===== src/rtl/pmc_pkg.sv =====
package pmc_pkg;
  // Register indices on the plain register port
  localparam logic [3:0] PMC_REG_MODE = 4'h0;
  localparam logic [3:0] PMC_REG_BANK = 4'h1;
  localparam logic [3:0] PMC_REG_IOSW = 4'h2;
  localparam logic [3:0] PMC_REG_CLK = 4'h3;
  localparam logic [3:0] PMC_REG_CAP = 4'h4;
  localparam logic [3:0] PMC_REG_TIMER = 4'h5;
  localparam logic [3:0] PMC_REG_STATUS = 4'h6;
  localparam logic [3:0] PMC_REG_DOMAIN = 4'h7;
  // Mode command codes
  localparam logic [1:0] PMC_CMD_ACTIVE = 2'h0;
  localparam logic [1:0] PMC_CMD_DEEP = 2'h1;
  localparam logic [1:0] PMC_CMD_RET = 2'h2;
  localparam logic [1:0] PMC_CMD_OFF = 2'h3;
  // Memory bank state codes
  localparam logic [1:0] PMC_BANK_ACTIVE = 2'h0;
  localparam logic [1:0] PMC_BANK_RETAIN = 2'h1;
  localparam logic [1:0] PMC_BANK_DOWN = 2'h2;
  localparam int PMC_NUM_BANKS = 7;
  // CPU clock select codes
  localparam logic [1:0] PMC_CPU_RC = 2'h0;
  localparam logic [1:0] PMC_CPU_XO = 2'h1;
  localparam logic [1:0] PMC_CPU_XO2X = 2'h2;
  localparam logic [1:0] PMC_CPU_PLL = 2'h3;
  // Clock register field positions
  localparam int PMC_CLK_CPU_LSB = 0;
  localparam int PMC_CLK_AON_RTC = 2;
  localparam int PMC_CLK_RTC_EXT = 3;
  localparam int PMC_CLK_XO_EN = 4;
  localparam int PMC_CLK_RTC_OUT = 5;
  localparam int PMC_CLK_PLL_SW = 6;
  localparam int PMC_CLK_DBL_EN = 7;
  localparam logic [7:0] PMC_CLK_RST = 8'h10;
  // Load capacitance: code n gives (n+1)*0.5pF, 0.5pF to 8pF
  localparam logic [3:0] PMC_CAP_RST = 4'h0;
  localparam logic [13:0] PMC_BANK_RST = 14'h0000;
  localparam logic [15:0] PMC_TIMER_RST = 16'h0000;
  // Crystal stabilisation time
  localparam int PMC_CLK_MHZ = 25;
  localparam int PMC_XO_SETTLE_US = 100;
  localparam int PMC_XO_SETTLE_CYC = PMC_XO_SETTLE_US * PMC_CLK_MHZ;
  // Sequencer state encodings for status readback
  typedef enum logic [2:0] {
    PMC_ST_ACTIVE = 3'b000,
    PMC_ST_DEEP = 3'b001,
    PMC_ST_RET = 3'b010,
    PMC_ST_OFF = 3'b011,
    PMC_ST_WAKE = 3'b100
  } pmc_state_e;
endpackage : pmc_pkg


===== src/rtl/pmc_clk_sw.sv =====
`timescale 1ns/100ps
`default_nettype none
// Two-source clock switch: deselect old, then select new
module pmc_clk_sw (
  input wire logic clk,
  input wire logic rst_n,
  input wire logic want_b,
  input wire logic ok_b,
  output logic sel_a,
  output logic sel_b
);
  logic sel_a_r;
  logic sel_b_r;
  logic go_b;
  assign go_b = want_b && ok_b;
  always_ff @(posedge clk) begin
    if (!rst_n) begin
      sel_a_r <= 1'b1;
      sel_b_r <= 1'b0;
    end else begin
      sel_a_r <= !go_b && !sel_b_r;
      sel_b_r <= go_b && !sel_a_r;
    end
  end
  assign sel_a = sel_a_r;
  assign sel_b = sel_b_r;
endmodule : pmc_clk_sw
`default_nettype wire


===== src/rtl/pmc_ctrl.sv =====
// Functional notes
// - Seven banks each active, retained or off
// - Deep sleep: only always-on domain powered
// - Sleep timer counts, expiry wakes domains
// - Wake pin or brownout also wakes
// - Retention sleep keeps selected banks
// - Active mode: all domains on
// - Off mode: everything off, always-on too; pll_en and doubler_en are not gated by off mode
// - Banks on core LDO active, retention asleep
// - IO switches configurable open during sleep
// - Five clock sources, low RC default
// - Always-on runs RC; software may select RTC
// - External 32.768kHz may replace RTC crystal
// - RTC clock routable to GPIO
// - CPU on RC after boot/wake; XO after settle
// - Crystal enabled by default after reset
// - Doubler gives 64MHz from crystal
// - PLL under hardware control by default
// - Load cap 0.5pF to 8pF, 0.5pF steps
//
// Chosen here: the plain strobed port and the placing of the registers.
`timescale 1ns/100ps
`default_nettype none
module pmc_ctrl
  import pmc_pkg::*;
(
  input wire logic clk,
  input wire logic rst_n,
  input wire logic [3:0] reg_addr,
  input wire logic [31:0] reg_wdata,
  input wire logic reg_wr,
  input wire logic reg_rd,
  output logic [31:0] reg_rdata,
  input wire logic wake_pin,
  input wire logic brownout,
  input wire logic xo_ready,
  input wire logic pll_hw_req,
  output logic always_on_domain_en,
  output logic switchable_domain_en,
  output logic [13:0] bank_state,
  output logic bank_supply_ret,
  output logic io_supply_switch_a,
  output logic io_supply_switch_b,
  output logic aon_clk_rtc,
  output logic rtc_ext_sel,
  output logic rtc_gpio_out_en,
  output logic xo_en,
  output logic doubler_en,
  output logic [1:0] cpu_clk_sel,
  output logic pll_en,
  output logic [3:0] crystal_load_cap
);
  // Pin synchronisers
  logic wake_s1_r;
  logic wake_s2_r;
  logic bo_s1_r;
  logic bo_s2_r;
  logic xo_s1_r;
  logic xo_s2_r;
  always_ff @(posedge clk) begin
    if (!rst_n) begin
      wake_s1_r <= 1'b0;
      wake_s2_r <= 1'b0;
      bo_s1_r <= 1'b0;
      bo_s2_r <= 1'b0;
      xo_s1_r <= 1'b0;
      xo_s2_r <= 1'b0;
    end else begin
      wake_s1_r <= wake_pin;
      wake_s2_r <= wake_s1_r;
      bo_s1_r <= brownout;
      bo_s2_r <= bo_s1_r;
      xo_s1_r <= xo_ready;
      xo_s2_r <= xo_s1_r;
    end
  end

  // Software registers
  logic [13:0] bank_r;
  logic [1:0] iosw_r;
  logic [7:0] clk_r;
  logic [3:0] cap_r;
  logic [15:0] timer_load_r;
  logic [1:0] cmd_r;
  logic cmd_go_r;
  logic [2:0] wake_cause_r;
  wire wr_mode = reg_wr && (reg_addr == PMC_REG_MODE);
  wire wr_bank = reg_wr && (reg_addr == PMC_REG_BANK);
  wire wr_iosw = reg_wr && (reg_addr == PMC_REG_IOSW);
  wire wr_clk = reg_wr && (reg_addr == PMC_REG_CLK);
  wire wr_cap = reg_wr && (reg_addr == PMC_REG_CAP);
  wire wr_timer = reg_wr && (reg_addr == PMC_REG_TIMER);
  wire rd_status = reg_rd && (reg_addr == PMC_REG_STATUS);

  always_ff @(posedge clk) begin
    if (!rst_n) begin
      bank_r <= PMC_BANK_RST;
      iosw_r <= 2'h0;
      clk_r <= PMC_CLK_RST;
      cap_r <= PMC_CAP_RST;
      timer_load_r <= PMC_TIMER_RST;
      cmd_r <= PMC_CMD_ACTIVE;
      cmd_go_r <= 1'b0;
    end else begin
      cmd_go_r <= wr_mode;
      if (wr_mode) begin
        cmd_r <= reg_wdata[1:0];
      end
      if (wr_bank) begin
        bank_r <= reg_wdata[13:0];
      end
      if (wr_iosw) begin
        iosw_r <= reg_wdata[1:0];
      end
      if (wr_clk) begin
        clk_r <= reg_wdata[7:0];
      end
      if (wr_cap) begin
        cap_r <= reg_wdata[3:0];
      end
      if (wr_timer) begin
        timer_load_r <= reg_wdata[15:0];
      end
    end
  end

  // Power mode sequencer
  pmc_state_e state_r;
  pmc_state_e state_nxt;
  logic [15:0] timer_r;
  logic [15:0] timer_nxt;
  wire timer_exp = (timer_r == 16'h0001);
  wire wake_ev = timer_exp || wake_s2_r || bo_s2_r;
  wire sleeping = (state_r == PMC_ST_DEEP) || (state_r == PMC_ST_RET);

  always_comb begin
    state_nxt = state_r;
    timer_nxt = timer_r;
    case (state_r)
      PMC_ST_ACTIVE: begin
        if (cmd_go_r) begin
          case (cmd_r)
            PMC_CMD_DEEP: state_nxt = PMC_ST_DEEP;
            PMC_CMD_RET: state_nxt = PMC_ST_RET;
            PMC_CMD_OFF: state_nxt = PMC_ST_OFF;
            default: state_nxt = PMC_ST_ACTIVE;
          endcase
          timer_nxt = timer_load_r;
        end
      end
      PMC_ST_DEEP, PMC_ST_RET: begin
        if (timer_r != 16'h0000) begin
          timer_nxt = timer_r - 16'h0001;
        end
        if (wake_ev) begin
          state_nxt = PMC_ST_WAKE;
          timer_nxt = 16'h0000;
        end
      end
      PMC_ST_WAKE: state_nxt = PMC_ST_ACTIVE;
      PMC_ST_OFF: state_nxt = PMC_ST_OFF;
      default: state_nxt = PMC_ST_ACTIVE;
    endcase
  end

  always_ff @(posedge clk) begin
    if (!rst_n) begin
      state_r <= PMC_ST_ACTIVE;
      timer_r <= 16'h0000;
    end else begin
      state_r <= state_nxt;
      timer_r <= timer_nxt;
    end
  end

  always_ff @(posedge clk) begin
    if (!rst_n) begin
      wake_cause_r <= 3'h0;
    end else if (sleeping && wake_ev) begin
      wake_cause_r <= {bo_s2_r, wake_s2_r, timer_exp};
    end else if (rd_status) begin
      wake_cause_r <= 3'h0;
    end
  end

  // Domain and bank outputs
  logic aon_r;
  logic sw_dom_r;
  logic [13:0] bank_out_r;
  logic supply_ret_r;
  logic iosw_a_r;
  logic iosw_b_r;
  logic [13:0] bank_sleep;
  genvar g;
  generate
    for (g = 0; g < PMC_NUM_BANKS; g++) begin : g_bank
      // Retained banks keep contents, others power down in retention sleep
      assign bank_sleep[2*g+1:2*g] = (bank_r[2*g+1:2*g] == PMC_BANK_RETAIN) ?
          PMC_BANK_RETAIN : PMC_BANK_DOWN;
    end
  endgenerate

  wire next_off = (state_nxt == PMC_ST_OFF);
  wire next_sleep = (state_nxt == PMC_ST_DEEP) || (state_nxt == PMC_ST_RET);
  wire next_deep = (state_nxt == PMC_ST_DEEP);

  always_ff @(posedge clk) begin
    if (!rst_n) begin
      aon_r <= 1'b1;
      sw_dom_r <= 1'b1;
      bank_out_r <= PMC_BANK_RST;
      supply_ret_r <= 1'b0;
      iosw_a_r <= 1'b1;
      iosw_b_r <= 1'b1;
    end else begin
      aon_r <= !next_off;
      sw_dom_r <= !next_off && !next_sleep;
      if (next_off || next_deep) begin
        bank_out_r <= {PMC_NUM_BANKS{PMC_BANK_DOWN}};
      end else if (next_sleep) begin
        bank_out_r <= bank_sleep;
      end else begin
        // Every bank powered while awake; register picks the retained set
        bank_out_r <= {PMC_NUM_BANKS{PMC_BANK_ACTIVE}};
      end
      supply_ret_r <= next_sleep;
      iosw_a_r <= !next_off && !(next_sleep && iosw_r[0]);
      iosw_b_r <= !next_off && !(next_sleep && iosw_r[1]);
    end
  end

  // Clock selection
  logic xo_ok_r;
  logic [11:0] settle_r;
  localparam logic [11:0] SETTLE_MAX = 12'(PMC_XO_SETTLE_CYC);
  wire cpu_req_xo = (clk_r[PMC_CLK_CPU_LSB+1:PMC_CLK_CPU_LSB] != PMC_CPU_RC);
  always_ff @(posedge clk) begin
    if (!rst_n) begin
      settle_r <= 12'h000;
      xo_ok_r <= 1'b0;
    end else if (!clk_r[PMC_CLK_XO_EN] || !xo_s2_r || sleeping) begin
      settle_r <= 12'h000;
      xo_ok_r <= 1'b0;
    end else if (settle_r != SETTLE_MAX) begin
      settle_r <= settle_r + 12'h001;
    end else begin
      xo_ok_r <= 1'b1;
    end
  end

  logic sel_rc;
  logic sel_fast;
  pmc_clk_sw u_cpu_sw (
    .clk(clk),
    .rst_n(rst_n),
    .want_b(cpu_req_xo && !sleeping),
    .ok_b(xo_ok_r),
    .sel_a(sel_rc),
    .sel_b(sel_fast)
  );
  logic sel_lrc;
  logic sel_rtc;
  pmc_clk_sw u_aon_sw (
    .clk(clk),
    .rst_n(rst_n),
    .want_b(clk_r[PMC_CLK_AON_RTC]),
    .ok_b(1'b1),
    .sel_a(sel_lrc),
    .sel_b(sel_rtc)
  );

  logic [1:0] cpu_sel_r;
  logic aon_rtc_r;
  logic rtc_ext_r;
  logic rtc_out_r;
  logic xo_en_r;
  logic dbl_r;
  logic pll_r;
  logic [3:0] cap_out_r;
  always_ff @(posedge clk) begin
    if (!rst_n) begin
      cpu_sel_r <= PMC_CPU_RC;
      aon_rtc_r <= 1'b0;
      rtc_ext_r <= 1'b0;
      rtc_out_r <= 1'b0;
      xo_en_r <= 1'b1;
      dbl_r <= 1'b0;
      pll_r <= 1'b0;
      cap_out_r <= PMC_CAP_RST;
    end else begin
      // Neither source selected for one cycle during a switch
      if (sel_fast) begin
        cpu_sel_r <= clk_r[PMC_CLK_CPU_LSB+1:PMC_CLK_CPU_LSB];
      end else if (sel_rc) begin
        cpu_sel_r <= PMC_CPU_RC;
      end
      aon_rtc_r <= sel_rtc && !sel_lrc;
      rtc_ext_r <= clk_r[PMC_CLK_RTC_EXT];
      rtc_out_r <= clk_r[PMC_CLK_RTC_OUT] && aon_r;
      xo_en_r <= clk_r[PMC_CLK_XO_EN] && !next_off && !next_sleep;
      dbl_r <= clk_r[PMC_CLK_DBL_EN] && xo_ok_r;
      pll_r <= clk_r[PMC_CLK_PLL_SW] ? (cpu_sel_r == PMC_CPU_PLL) :
          (pll_hw_req && !sleeping);
      cap_out_r <= cap_r;
    end
  end

  // Read data
  logic [31:0] rdata_r;
  logic [31:0] rd_mux;
  always_comb begin
    case (reg_addr)
      PMC_REG_MODE: rd_mux = {30'h0, cmd_r};
      PMC_REG_BANK: rd_mux = {18'h0, bank_r};
      PMC_REG_IOSW: rd_mux = {30'h0, iosw_r};
      PMC_REG_CLK: rd_mux = {24'h0, clk_r};
      PMC_REG_CAP: rd_mux = {28'h0, cap_r};
      PMC_REG_TIMER: rd_mux = {16'h0, timer_r};
      PMC_REG_STATUS: rd_mux = {22'h0, wake_cause_r, xo_ok_r, cpu_sel_r, aon_rtc_r,
          state_r};
      PMC_REG_DOMAIN: rd_mux = {14'h0, bank_out_r, supply_ret_r, sw_dom_r, aon_r, 1'b0};
      default: rd_mux = 32'h0000_0000;
    endcase
  end
  always_ff @(posedge clk) begin
    if (!rst_n) begin
      rdata_r <= 32'h0000_0000;
    end else begin
      rdata_r <= reg_rd ? rd_mux : 32'h0000_0000;
    end
  end

  assign reg_rdata = rdata_r;
  assign always_on_domain_en = aon_r;
  assign switchable_domain_en = sw_dom_r;
  assign bank_state = bank_out_r;
  assign bank_supply_ret = supply_ret_r;
  assign io_supply_switch_a = iosw_a_r;
  assign io_supply_switch_b = iosw_b_r;
  assign aon_clk_rtc = aon_rtc_r;
  assign rtc_ext_sel = rtc_ext_r;
  assign rtc_gpio_out_en = rtc_out_r;
  assign xo_en = xo_en_r;
  assign doubler_en = dbl_r;
  assign cpu_clk_sel = cpu_sel_r;
  assign pll_en = pll_r;
  assign crystal_load_cap = cap_out_r;
endmodule : pmc_ctrl
`default_nettype wire


===== config.mk =====
export PLATFORM = sky130hd
export DESIGN_NAME = pmc_ctrl
export DESIGN_NICKNAME = d
export VERILOG_FILES = /design/src/rtl/pmc_pkg.sv /design/src/rtl/pmc_clk_sw.sv /design/src/rtl/pmc_ctrl.sv
export SDC_FILE = /design/constraint.sdc
export NUM_CORES = 1
export LEC_CHECK = 0
export ABC_AREA = 1
export BUFFER_PORTS_ARGS = -buffer_cell sky130_fd_sc_hd__buf_2
export CAP_MARGIN = 20
export CORE_AREA = 2 2 113 115
export CTS_CLUSTER_SIZE = 14
export DETAILED_ROUTE_END_ITERATION = 16
export DIE_AREA = 0 0 115 117
export PLACE_DENSITY_LB_ADDON = 0.12
export SLEW_MARGIN = 0
export SYNTH_ARGS = -nofsm -noshare
export SYNTH_HDL_FRONTEND = slang
export SYNTH_HIERARCHICAL = 1
export SYNTH_SLANG_ARGS = --single-unit
export TNS_END_PERCENT = 10

===== constraint.sdc =====
create_clock -name clk -period 1.9 [get_ports clk]
set_input_delay 0.285 -clock clk [delete_from_list [all_inputs] [get_ports clk]]
set_output_delay 0.285 -clock clk [all_outputs]
set_load 0.01 [all_outputs]

==> results of run 1 <==
==> cell usage after synthesis, types with 2 or more instances <==
library cell	instances
sky130_fd_sc_hd__dfxtp_1	141
sky130_fd_sc_hd__nand2_1	140
sky130_fd_sc_hd__inv_1	110
sky130_fd_sc_hd__nor2_1	98
sky130_fd_sc_hd__a21oi_1	80
sky130_fd_sc_hd__o21ai_0	59
sky130_fd_sc_hd__nand3_1	28
sky130_fd_sc_hd__o22ai_1	24
sky130_fd_sc_hd__clkbuf_1	16
sky130_fd_sc_hd__buf_4	15
sky130_fd_sc_hd__nor3_1	11
sky130_fd_sc_hd__xor2_1	10
sky130_fd_sc_hd__nand4_1	7
sky130_fd_sc_hd__nor2_2	7
sky130_fd_sc_hd__buf_2	5
sky130_fd_sc_hd__ha_1	5
sky130_fd_sc_hd__buf_6	4
sky130_fd_sc_hd__nor2_4	4
sky130_fd_sc_hd__nor3_2	4
sky130_fd_sc_hd__o221ai_1	4
sky130_fd_sc_hd__a31oi_1	3
sky130_fd_sc_hd__buf_1	3
sky130_fd_sc_hd__inv_2	3
sky130_fd_sc_hd__nand3_2	3
sky130_fd_sc_hd__a211oi_1	2
sky130_fd_sc_hd__a221oi_1	2
sky130_fd_sc_hd__conb_1	2
sky130_fd_sc_hd__nand2_2	2
sky130_fd_sc_hd__nand2_4	2
sky130_fd_sc_hd__nor3b_1	2
sky130_fd_sc_hd__nor4_1	2
sky130_fd_sc_hd__xnor2_1	2
==> final cells by class <==
class,count,area share [%]
clock buffer,20,6.45
clock inverter,12,2.20
inverter,114,5.92
multi-input combinational,524,36.0
sequential,141,39.0
tap,150,2.59
timing repair buffer,99,7.82
==> where the power goes <==
group	internal [mW]	switching (mW)	total [mW]
Combinational	0.115	0.239	0.354
Clock	2.18	1.31	3.49
Sequential	2.99	0.0192	3.01
Total	5.29	1.57	6.85
==> cell families (layout without fill, tap and decap cells) <==
kind of cell | Yosys count | in the layout | synth area share, %
DFF | 141 | 141 | 46.7
buffers and inverters | 157 | 245 | 11.3
xor gates and xnor gates | 12 | 12 | 1.74
other | 2 | 15 | 0.124
and+or+nand+nor | 314 | 314 | 23.1
AOI/OAI and AO/OA | 178 | 178 | 16.0
adders and majority gates | 5 | 5 | 1.03
==> final timing paths <==
check / end / slack (ns) / cells past startpoint
min reg2reg: wake_s2_r / 0.41 / 2
min: wake_s1_r / 0.04 / 3
max reg2reg: timer_r[13] / 0.18 / 9
max: timer_r[13] / 0.18 / 9
==> registers in the layout, summed over array words and instances (netlist names), 2 cells and up <==
register and count:
reg_rdata 18, timer_load_r 16, timer_r 16, bank_r 14, bank_state 14, settle_r 12, clk_r 8, cap_r 4
crystal_load_cap 4, state_r 3, wake_cause_r 3, cmd_r 2, cpu_clk_sel 2, iosw_r 2
==> metal layers <==
layer | global-route usage, % | share of wire (%) | vias up
met3 | 6.33 | 6.3 | 32
met1 | 32.7 | 44 | 2538
met5 | 0 | 0 | -
li1 | - | - | 2753
met2 | 39.5 | 47 | 178
met4 | 11.5 | 2.5 | 0
==> metrics by stage <==
stage          power [mW]  hold slack, ns  std cells
2_1_floorplan        3.32           0.354        822
3_3_place_gp         3.42           0.395       1028
3_5_place_dp         3.42           0.395       1028
4_1_cts              6.89          0.0233       1060
5_1_grt              7.07          0.0354       1060
6_report             6.85          0.0385       1060
==> worst max-delay path, delay by kind of cell (launching register included) <==
kind / cells / cell delay (ns)
flip-flops: 1 / 0.35
AND/OR/NAND/NOR: 9 / 1.28
==> results.sh, run 1 <==
export IMPL_postLayoutCellArea_um2=7230
export IMPL_drive_above_1_share_pct=17.5
export IMPL_synth_top_cells_by_area="sky130_fd_sc_hd__dfxtp_1, sky130_fd_sc_hd__nand2_1, sky130_fd_sc_hd__inv_1"
export IMPL_syn_cell_area_um2=6050
export IMPL_worst_skew_pair_late_latency_ns=0.43
export IMPL_io_pins=107
export IMPL_drt_wl_total_mm=16.1
export IMPL_cpMaxStageDelayCell="sky130_fd_sc_hd__dfxtp_1"
export IMPL_detail_route_iter0_violations=387
export IMPL_port_buffers=76
export IMPL_crit_path_cell_trace="nor2_2 > nand2_4 > nor2_4 > nand2_4 > nand3_4 > or2_1 > nand3_1 > nor2_1 > nor2_2"
export IMPL_die_width_um=115
export IMPL_cts_buffers_inserted=17
export IMPL_first_pass_iters=5
export IMPL_synth_cell_types=41
export IMPL_rsz0062_at_grt="false"
export IMPL_endpoint_kind="flip-flop"
export IMPL_tritoncts_clock_tree="done"
export IMPL_grt_overflow=0
export IMPL_num_vias=5501
export IMPL_drc=0
export IMPL_setup_slack_ns=0.177
export IMPL_antenna_found_initial=0
export IMPL_core_area_um2=12300
export IMPL_most_frequent_standard_cell_in_the_layout_excluding_fill_and_tap_cells="sky130_fd_sc_hd__dfxtp_1"
export IMPL_die_area_um2=13500
export IMPL_synth_seq_area_share_pct=46.7
export IMPL_clk_path_buf_depth=2
export IMPL_vias_per_cell=5.19
export IMPL_synth_warning_count=6
export IMPL_seq_area_um2=2820
export IMPL_maximum_ir_drop_on_the_vdd_rail_mv=0.705
export IMPL_fillCellCount=1154
export IMPL_drv_max_cap_violation_count=0
export IMPL_max_stage_delay_ns=0.35
export IMPL_antenna_cells_inserted=0
export IMPL_netlist_area_leader_share_pct=46.7
export IMPL_post_cts_buffers=0
export IMPL_layout_cells_most_common_list="sky130_fd_sc_hd__dfxtp_1, sky130_fd_sc_hd__nand2_1, sky130_fd_sc_hd__inv_1, sky130_fd_sc_hd__nor2_1, sky130_fd_sc_hd__a21oi_1"
export IMPL_worstSetupPathType="flip-flop to flip-flop"
export IMPL_dpl_instance_area_um2=6590
export IMPL_ratio_of_total_power_to_cell_area_nw_per_um2=947
export IMPL_finalWorstPathRequiredPeriod_ns=1.72
export IMPL_maximum_fanout_count_along_the_critical_path=6
export IMPL_die_ht_um=117
export IMPL_synth_avg_cell_area_um2=7.47
export IMPL_cts_hold_fix_buffers=0
export IMPL_postSynth_topFlopCell="sky130_fd_sc_hd__dfxtp_1"
export IMPL_grt_start_max_net_pins=55
export IMPL_hold_path_startpoint="wake_pin"
export IMPL_reg2reg_from="timer_r[6]"
export IMPL_critPathLaunch="timer_r[6]"
export IMPL_synth_edff_count=0
export IMPL_finalCritPeriodShare_pct=90.7
export IMPL_final_core_utilization_pct=58.8
export IMPL_clock_tree_root_cell="sky130_fd_sc_hd__clkbuf_16"
export IMPL_hold_class="primary input to flip-flop"
export IMPL_number_of_global_route_vias_before_repair=5176
export IMPL_skew_ns=0.0108
export IMPL_setup_tns_final_ns=0
export IMPL_post_cts_resize_count=0
export IMPL_detail_route_antenna_nets=0
export IMPL_rows=41
export IMPL_multi_input_area_um2=2600
export IMPL_yosys_area_top_type="sky130_fd_sc_hd__dfxtp_1"
export IMPL_dpl_hpwl_mm=11.7
export IMPL_worst_ep_arrival_time_ns=2.04
export IMPL_drv_slew=0
export IMPL_timing_worst_slew_pin_value_ns=0.522
export IMPL_initial_core_util_pct=49.1
export IMPL_cts_sinks=141
export IMPL_cp_required_ns=2.22
export IMPL_achievable_frequency_mhz=580
export IMPL_postSynthRegisterBits=141
export IMPL_globalRouteTotalUtil_pct=25.1
export IMPL_finalNetCount=946
export IMPL_timing_critical_path_from_type="flip-flop"
export IMPL_synthesis_instances=809
export IMPL_global_route_wire_length_before_repair_mm=25.7
export IMPL_syn2layout_area_growth_pct=19.6
export IMPL_leakagePower_nw=3.24
export IMPL_async_reset_ff_share_pct=0
export IMPL_result_of_the_run="finished, final reports clean"
export IMPL_htree_num_levels=4
export IMPL_reg_clk_slew_reported_paths_ns=0.06
export IMPL_drt_wirelength_per_cell_um=15.2
export IMPL_placement_setup_worst_slack_ns=0.139
export IMPL_globalplace_congestion=0.892
export IMPL_finalHoldViolCount=0
export IMPL_relSlewSlack_pct=65.1
export IMPL_setup_viol=0
Note: power is estimated with default switching activity, not from simulation.
==> run 2: changes to the inputs <==
BUFFER_PORTS_ARGS = -buffer_cell sky130_fd_sc_hd__buf_4   (was -buffer_cell sky130_fd_sc_hd__buf_2)
==> run 2 against run 1 <==
Compared with the run above: sequential power about the same; global-route usage is 0.16 points higher; first-iteration DRC count is 4.9% higher; routed wire length grew 0.81%; maximum frequency is 2.6% lower; die area did not move; register-to-register slack got worse by 0.05 ns; final cell count shrank 0.19%; clock power fell by 4%; utilization grew 1.1 points; combinational power increased by 5%; critical path type unchanged.
==> results.sh, run 2 (synthesis results as in run 1) <==
export IMPL_result_of_the_run="finished, final reports clean"
export IMPL_global_route_wire_length_before_repair_mm=26.0
export IMPL_maximum_fanout_count_along_the_critical_path=11
export IMPL_layout_cells_most_common_list="sky130_fd_sc_hd__dfxtp_1, sky130_fd_sc_hd__nand2_1, sky130_fd_sc_hd__inv_1, sky130_fd_sc_hd__nor2_1, sky130_fd_sc_hd__buf_4"
export IMPL_globalplace_congestion=0.908
export IMPL_syn2layout_area_growth_pct=22.0
export IMPL_die_width_um=115
export IMPL_drv_slew=0
export IMPL_vias_per_cell=5.26
export IMPL_hold_class="primary input to flip-flop"
export IMPL_achievable_frequency_mhz=565
export IMPL_clock_tree_root_cell="sky130_fd_sc_hd__clkbuf_16"
export IMPL_setup_slack_ns=0.131
export IMPL_cts_sinks=141
export IMPL_postLayoutCellArea_um2=7370
export IMPL_finalNetCount=946
export IMPL_drv_max_cap_violation_count=0
export IMPL_relSlewSlack_pct=62.5
export IMPL_finalNonFillerCells=1058
export IMPL_maximum_ir_drop_on_the_vdd_rail_mv=0.736
export IMPL_antenna_found_initial=0
export IMPL_antenna_cells_inserted=0
export IMPL_dpl_instance_area_um2=6780
export IMPL_fillCellCount=1125
export IMPL_die_area_um2=13500
export IMPL_clk_path_buf_depth=2
export IMPL_largest_reg_flops=18
export IMPL_multi_input_area_um2=2590
export IMPL_tritoncts_clock_tree="done"
export IMPL_finalCritPeriodShare_pct=93.1
export IMPL_detail_route_iter0_violations=406
export IMPL_setup_tns_final_ns=0
export IMPL_first_pass_iters=7
export IMPL_grt_overflow=0
export IMPL_endpoint_kind="flip-flop"
export IMPL_io_pins=107
export IMPL_finalWorstPathRequiredPeriod_ns=1.77
export IMPL_whs_path_depth=3
export IMPL_seq_area_um2=2820
export IMPL_core_area_um2=12300
export IMPL_number_of_global_route_vias_before_repair=5212
export IMPL_ratio_of_total_power_to_cell_area_nw_per_um2=911
export IMPL_drt_wl_total_mm=16.2
export IMPL_detail_route_antenna_nets=0
export IMPL_finalHoldViolCount=0
export IMPL_drive_above_1_share_pct=17.3
export IMPL_die_ht_um=117
export IMPL_worst_skew_pair_late_latency_ns=0.43
export IMPL_drc=0
export IMPL_cts_buffers_inserted=17
export IMPL_worst_hold_margin_ns=0.0326
export IMPL_reg_clk_slew_reported_paths_ns=0.06
export IMPL_globalRouteTotalUtil_pct=25.2
export IMPL_setup_viol=0
export IMPL_grt_start_max_net_pins=27
export IMPL_num_vias=5568
export IMPL_placedCellCount=1028
export IMPL_worstRegToRegCells=8
export IMPL_timing_critical_path_from_type="flip-flop"
export IMPL_dpl_hpwl_mm=11.7
export IMPL_port_buffers=76
export IMPL_htree_num_levels=4
export IMPL_post_cts_buffers=0
export IMPL_initial_core_util_pct=49.1
export IMPL_leakagePower_nw=3.27
export IMPL_worstSetupPathType="flip-flop to flip-flop"
export IMPL_rsz0062_at_grt="false"
export IMPL_skew_ns=0.0135
export IMPL_cp_required_ns=2.21
export IMPL_placement_setup_worst_slack_ns=0.115
export IMPL_most_frequent_standard_cell_in_the_layout_excluding_fill_and_tap_cells="sky130_fd_sc_hd__dfxtp_1"
export IMPL_worst_ep_arrival_time_ns=2.08
export IMPL_rows=41
export IMPL_timing_worst_slew_pin_value_ns=0.561
export IMPL_drt_wirelength_per_cell_um=15.3
[run 2: critical path, cell delays in order, from the launching register on]
cell	delay, ns
sky130_fd_sc_hd__dfxtp_1	0.42
sky130_fd_sc_hd__nor2_1	0.10
sky130_fd_sc_hd__nor2_2	0.20
sky130_fd_sc_hd__buf_4	0.19
sky130_fd_sc_hd__nand4_1	0.12
sky130_fd_sc_hd__nand2_2	0.27
sky130_fd_sc_hd__nor2_4	0.09
sky130_fd_sc_hd__o21ai_0	0.18
sky130_fd_sc_hd__nand2_1	0.07
[run 2: metrics by stage]
step / util, % / power, mW
after global placement: 55.1 / 3.43
after global routing: 59.9 / 6.94
after floorplan: - / 3.32
after CTS: 59.9 / 6.75
after detailed placement: 55.1 / 3.44
final: 59.9 / 6.72
[run 2: final timing paths]
check | startpoint | end | slack (ns)
setup / recovery | state_r[0] | io_supply_switch_a | 0.13
hold / removal | brownout | bo_s1_r | 0.03
hold reg to reg | wake_s1_r | wake_s2_r | 0.42
setup reg to reg | state_r[0] | io_supply_switch_a | 0.13
[run 2: layout make-up]
| type | instances | share of cell area, % |
|---|---|---|
| sequential | 141 | 38.3 |
| multi-input combinational | 524 | 35.2 |
| timing repair buffer | 99 | 10.2 |
| clock buffer | 19 | 6.01 |
| inverter | 114 | 5.80 |
| tap | 150 | 2.55 |
| clock inverter | 11 | 1.95 |
[run 2: power breakdown]
| group | switching [mW] | internal (mW) | leakage (nW) |
|---|---|---|---|
| logic | 0.241 | 0.130 | 1.84 |
| registers | 0.0188 | 2.99 | 1.14 |
| clock network | 1.26 | 2.08 | 0.289 |
[run 2: routing by layer]
layer  up-vias  share of wire (%)  track usage (%)
met4         0                2.4             11.8
met5         -                  0                0
met3        27                5.8             5.46
met2       187                 48             40.4
met1      2593                 44             32.8
li1       2761                  -                -
[run 2: what timing repair did]
action | CTS | global route
resized for setup | 0 | 1
endpoints found under the setup margin | 0 | 1
hold buffers | 0 | 0
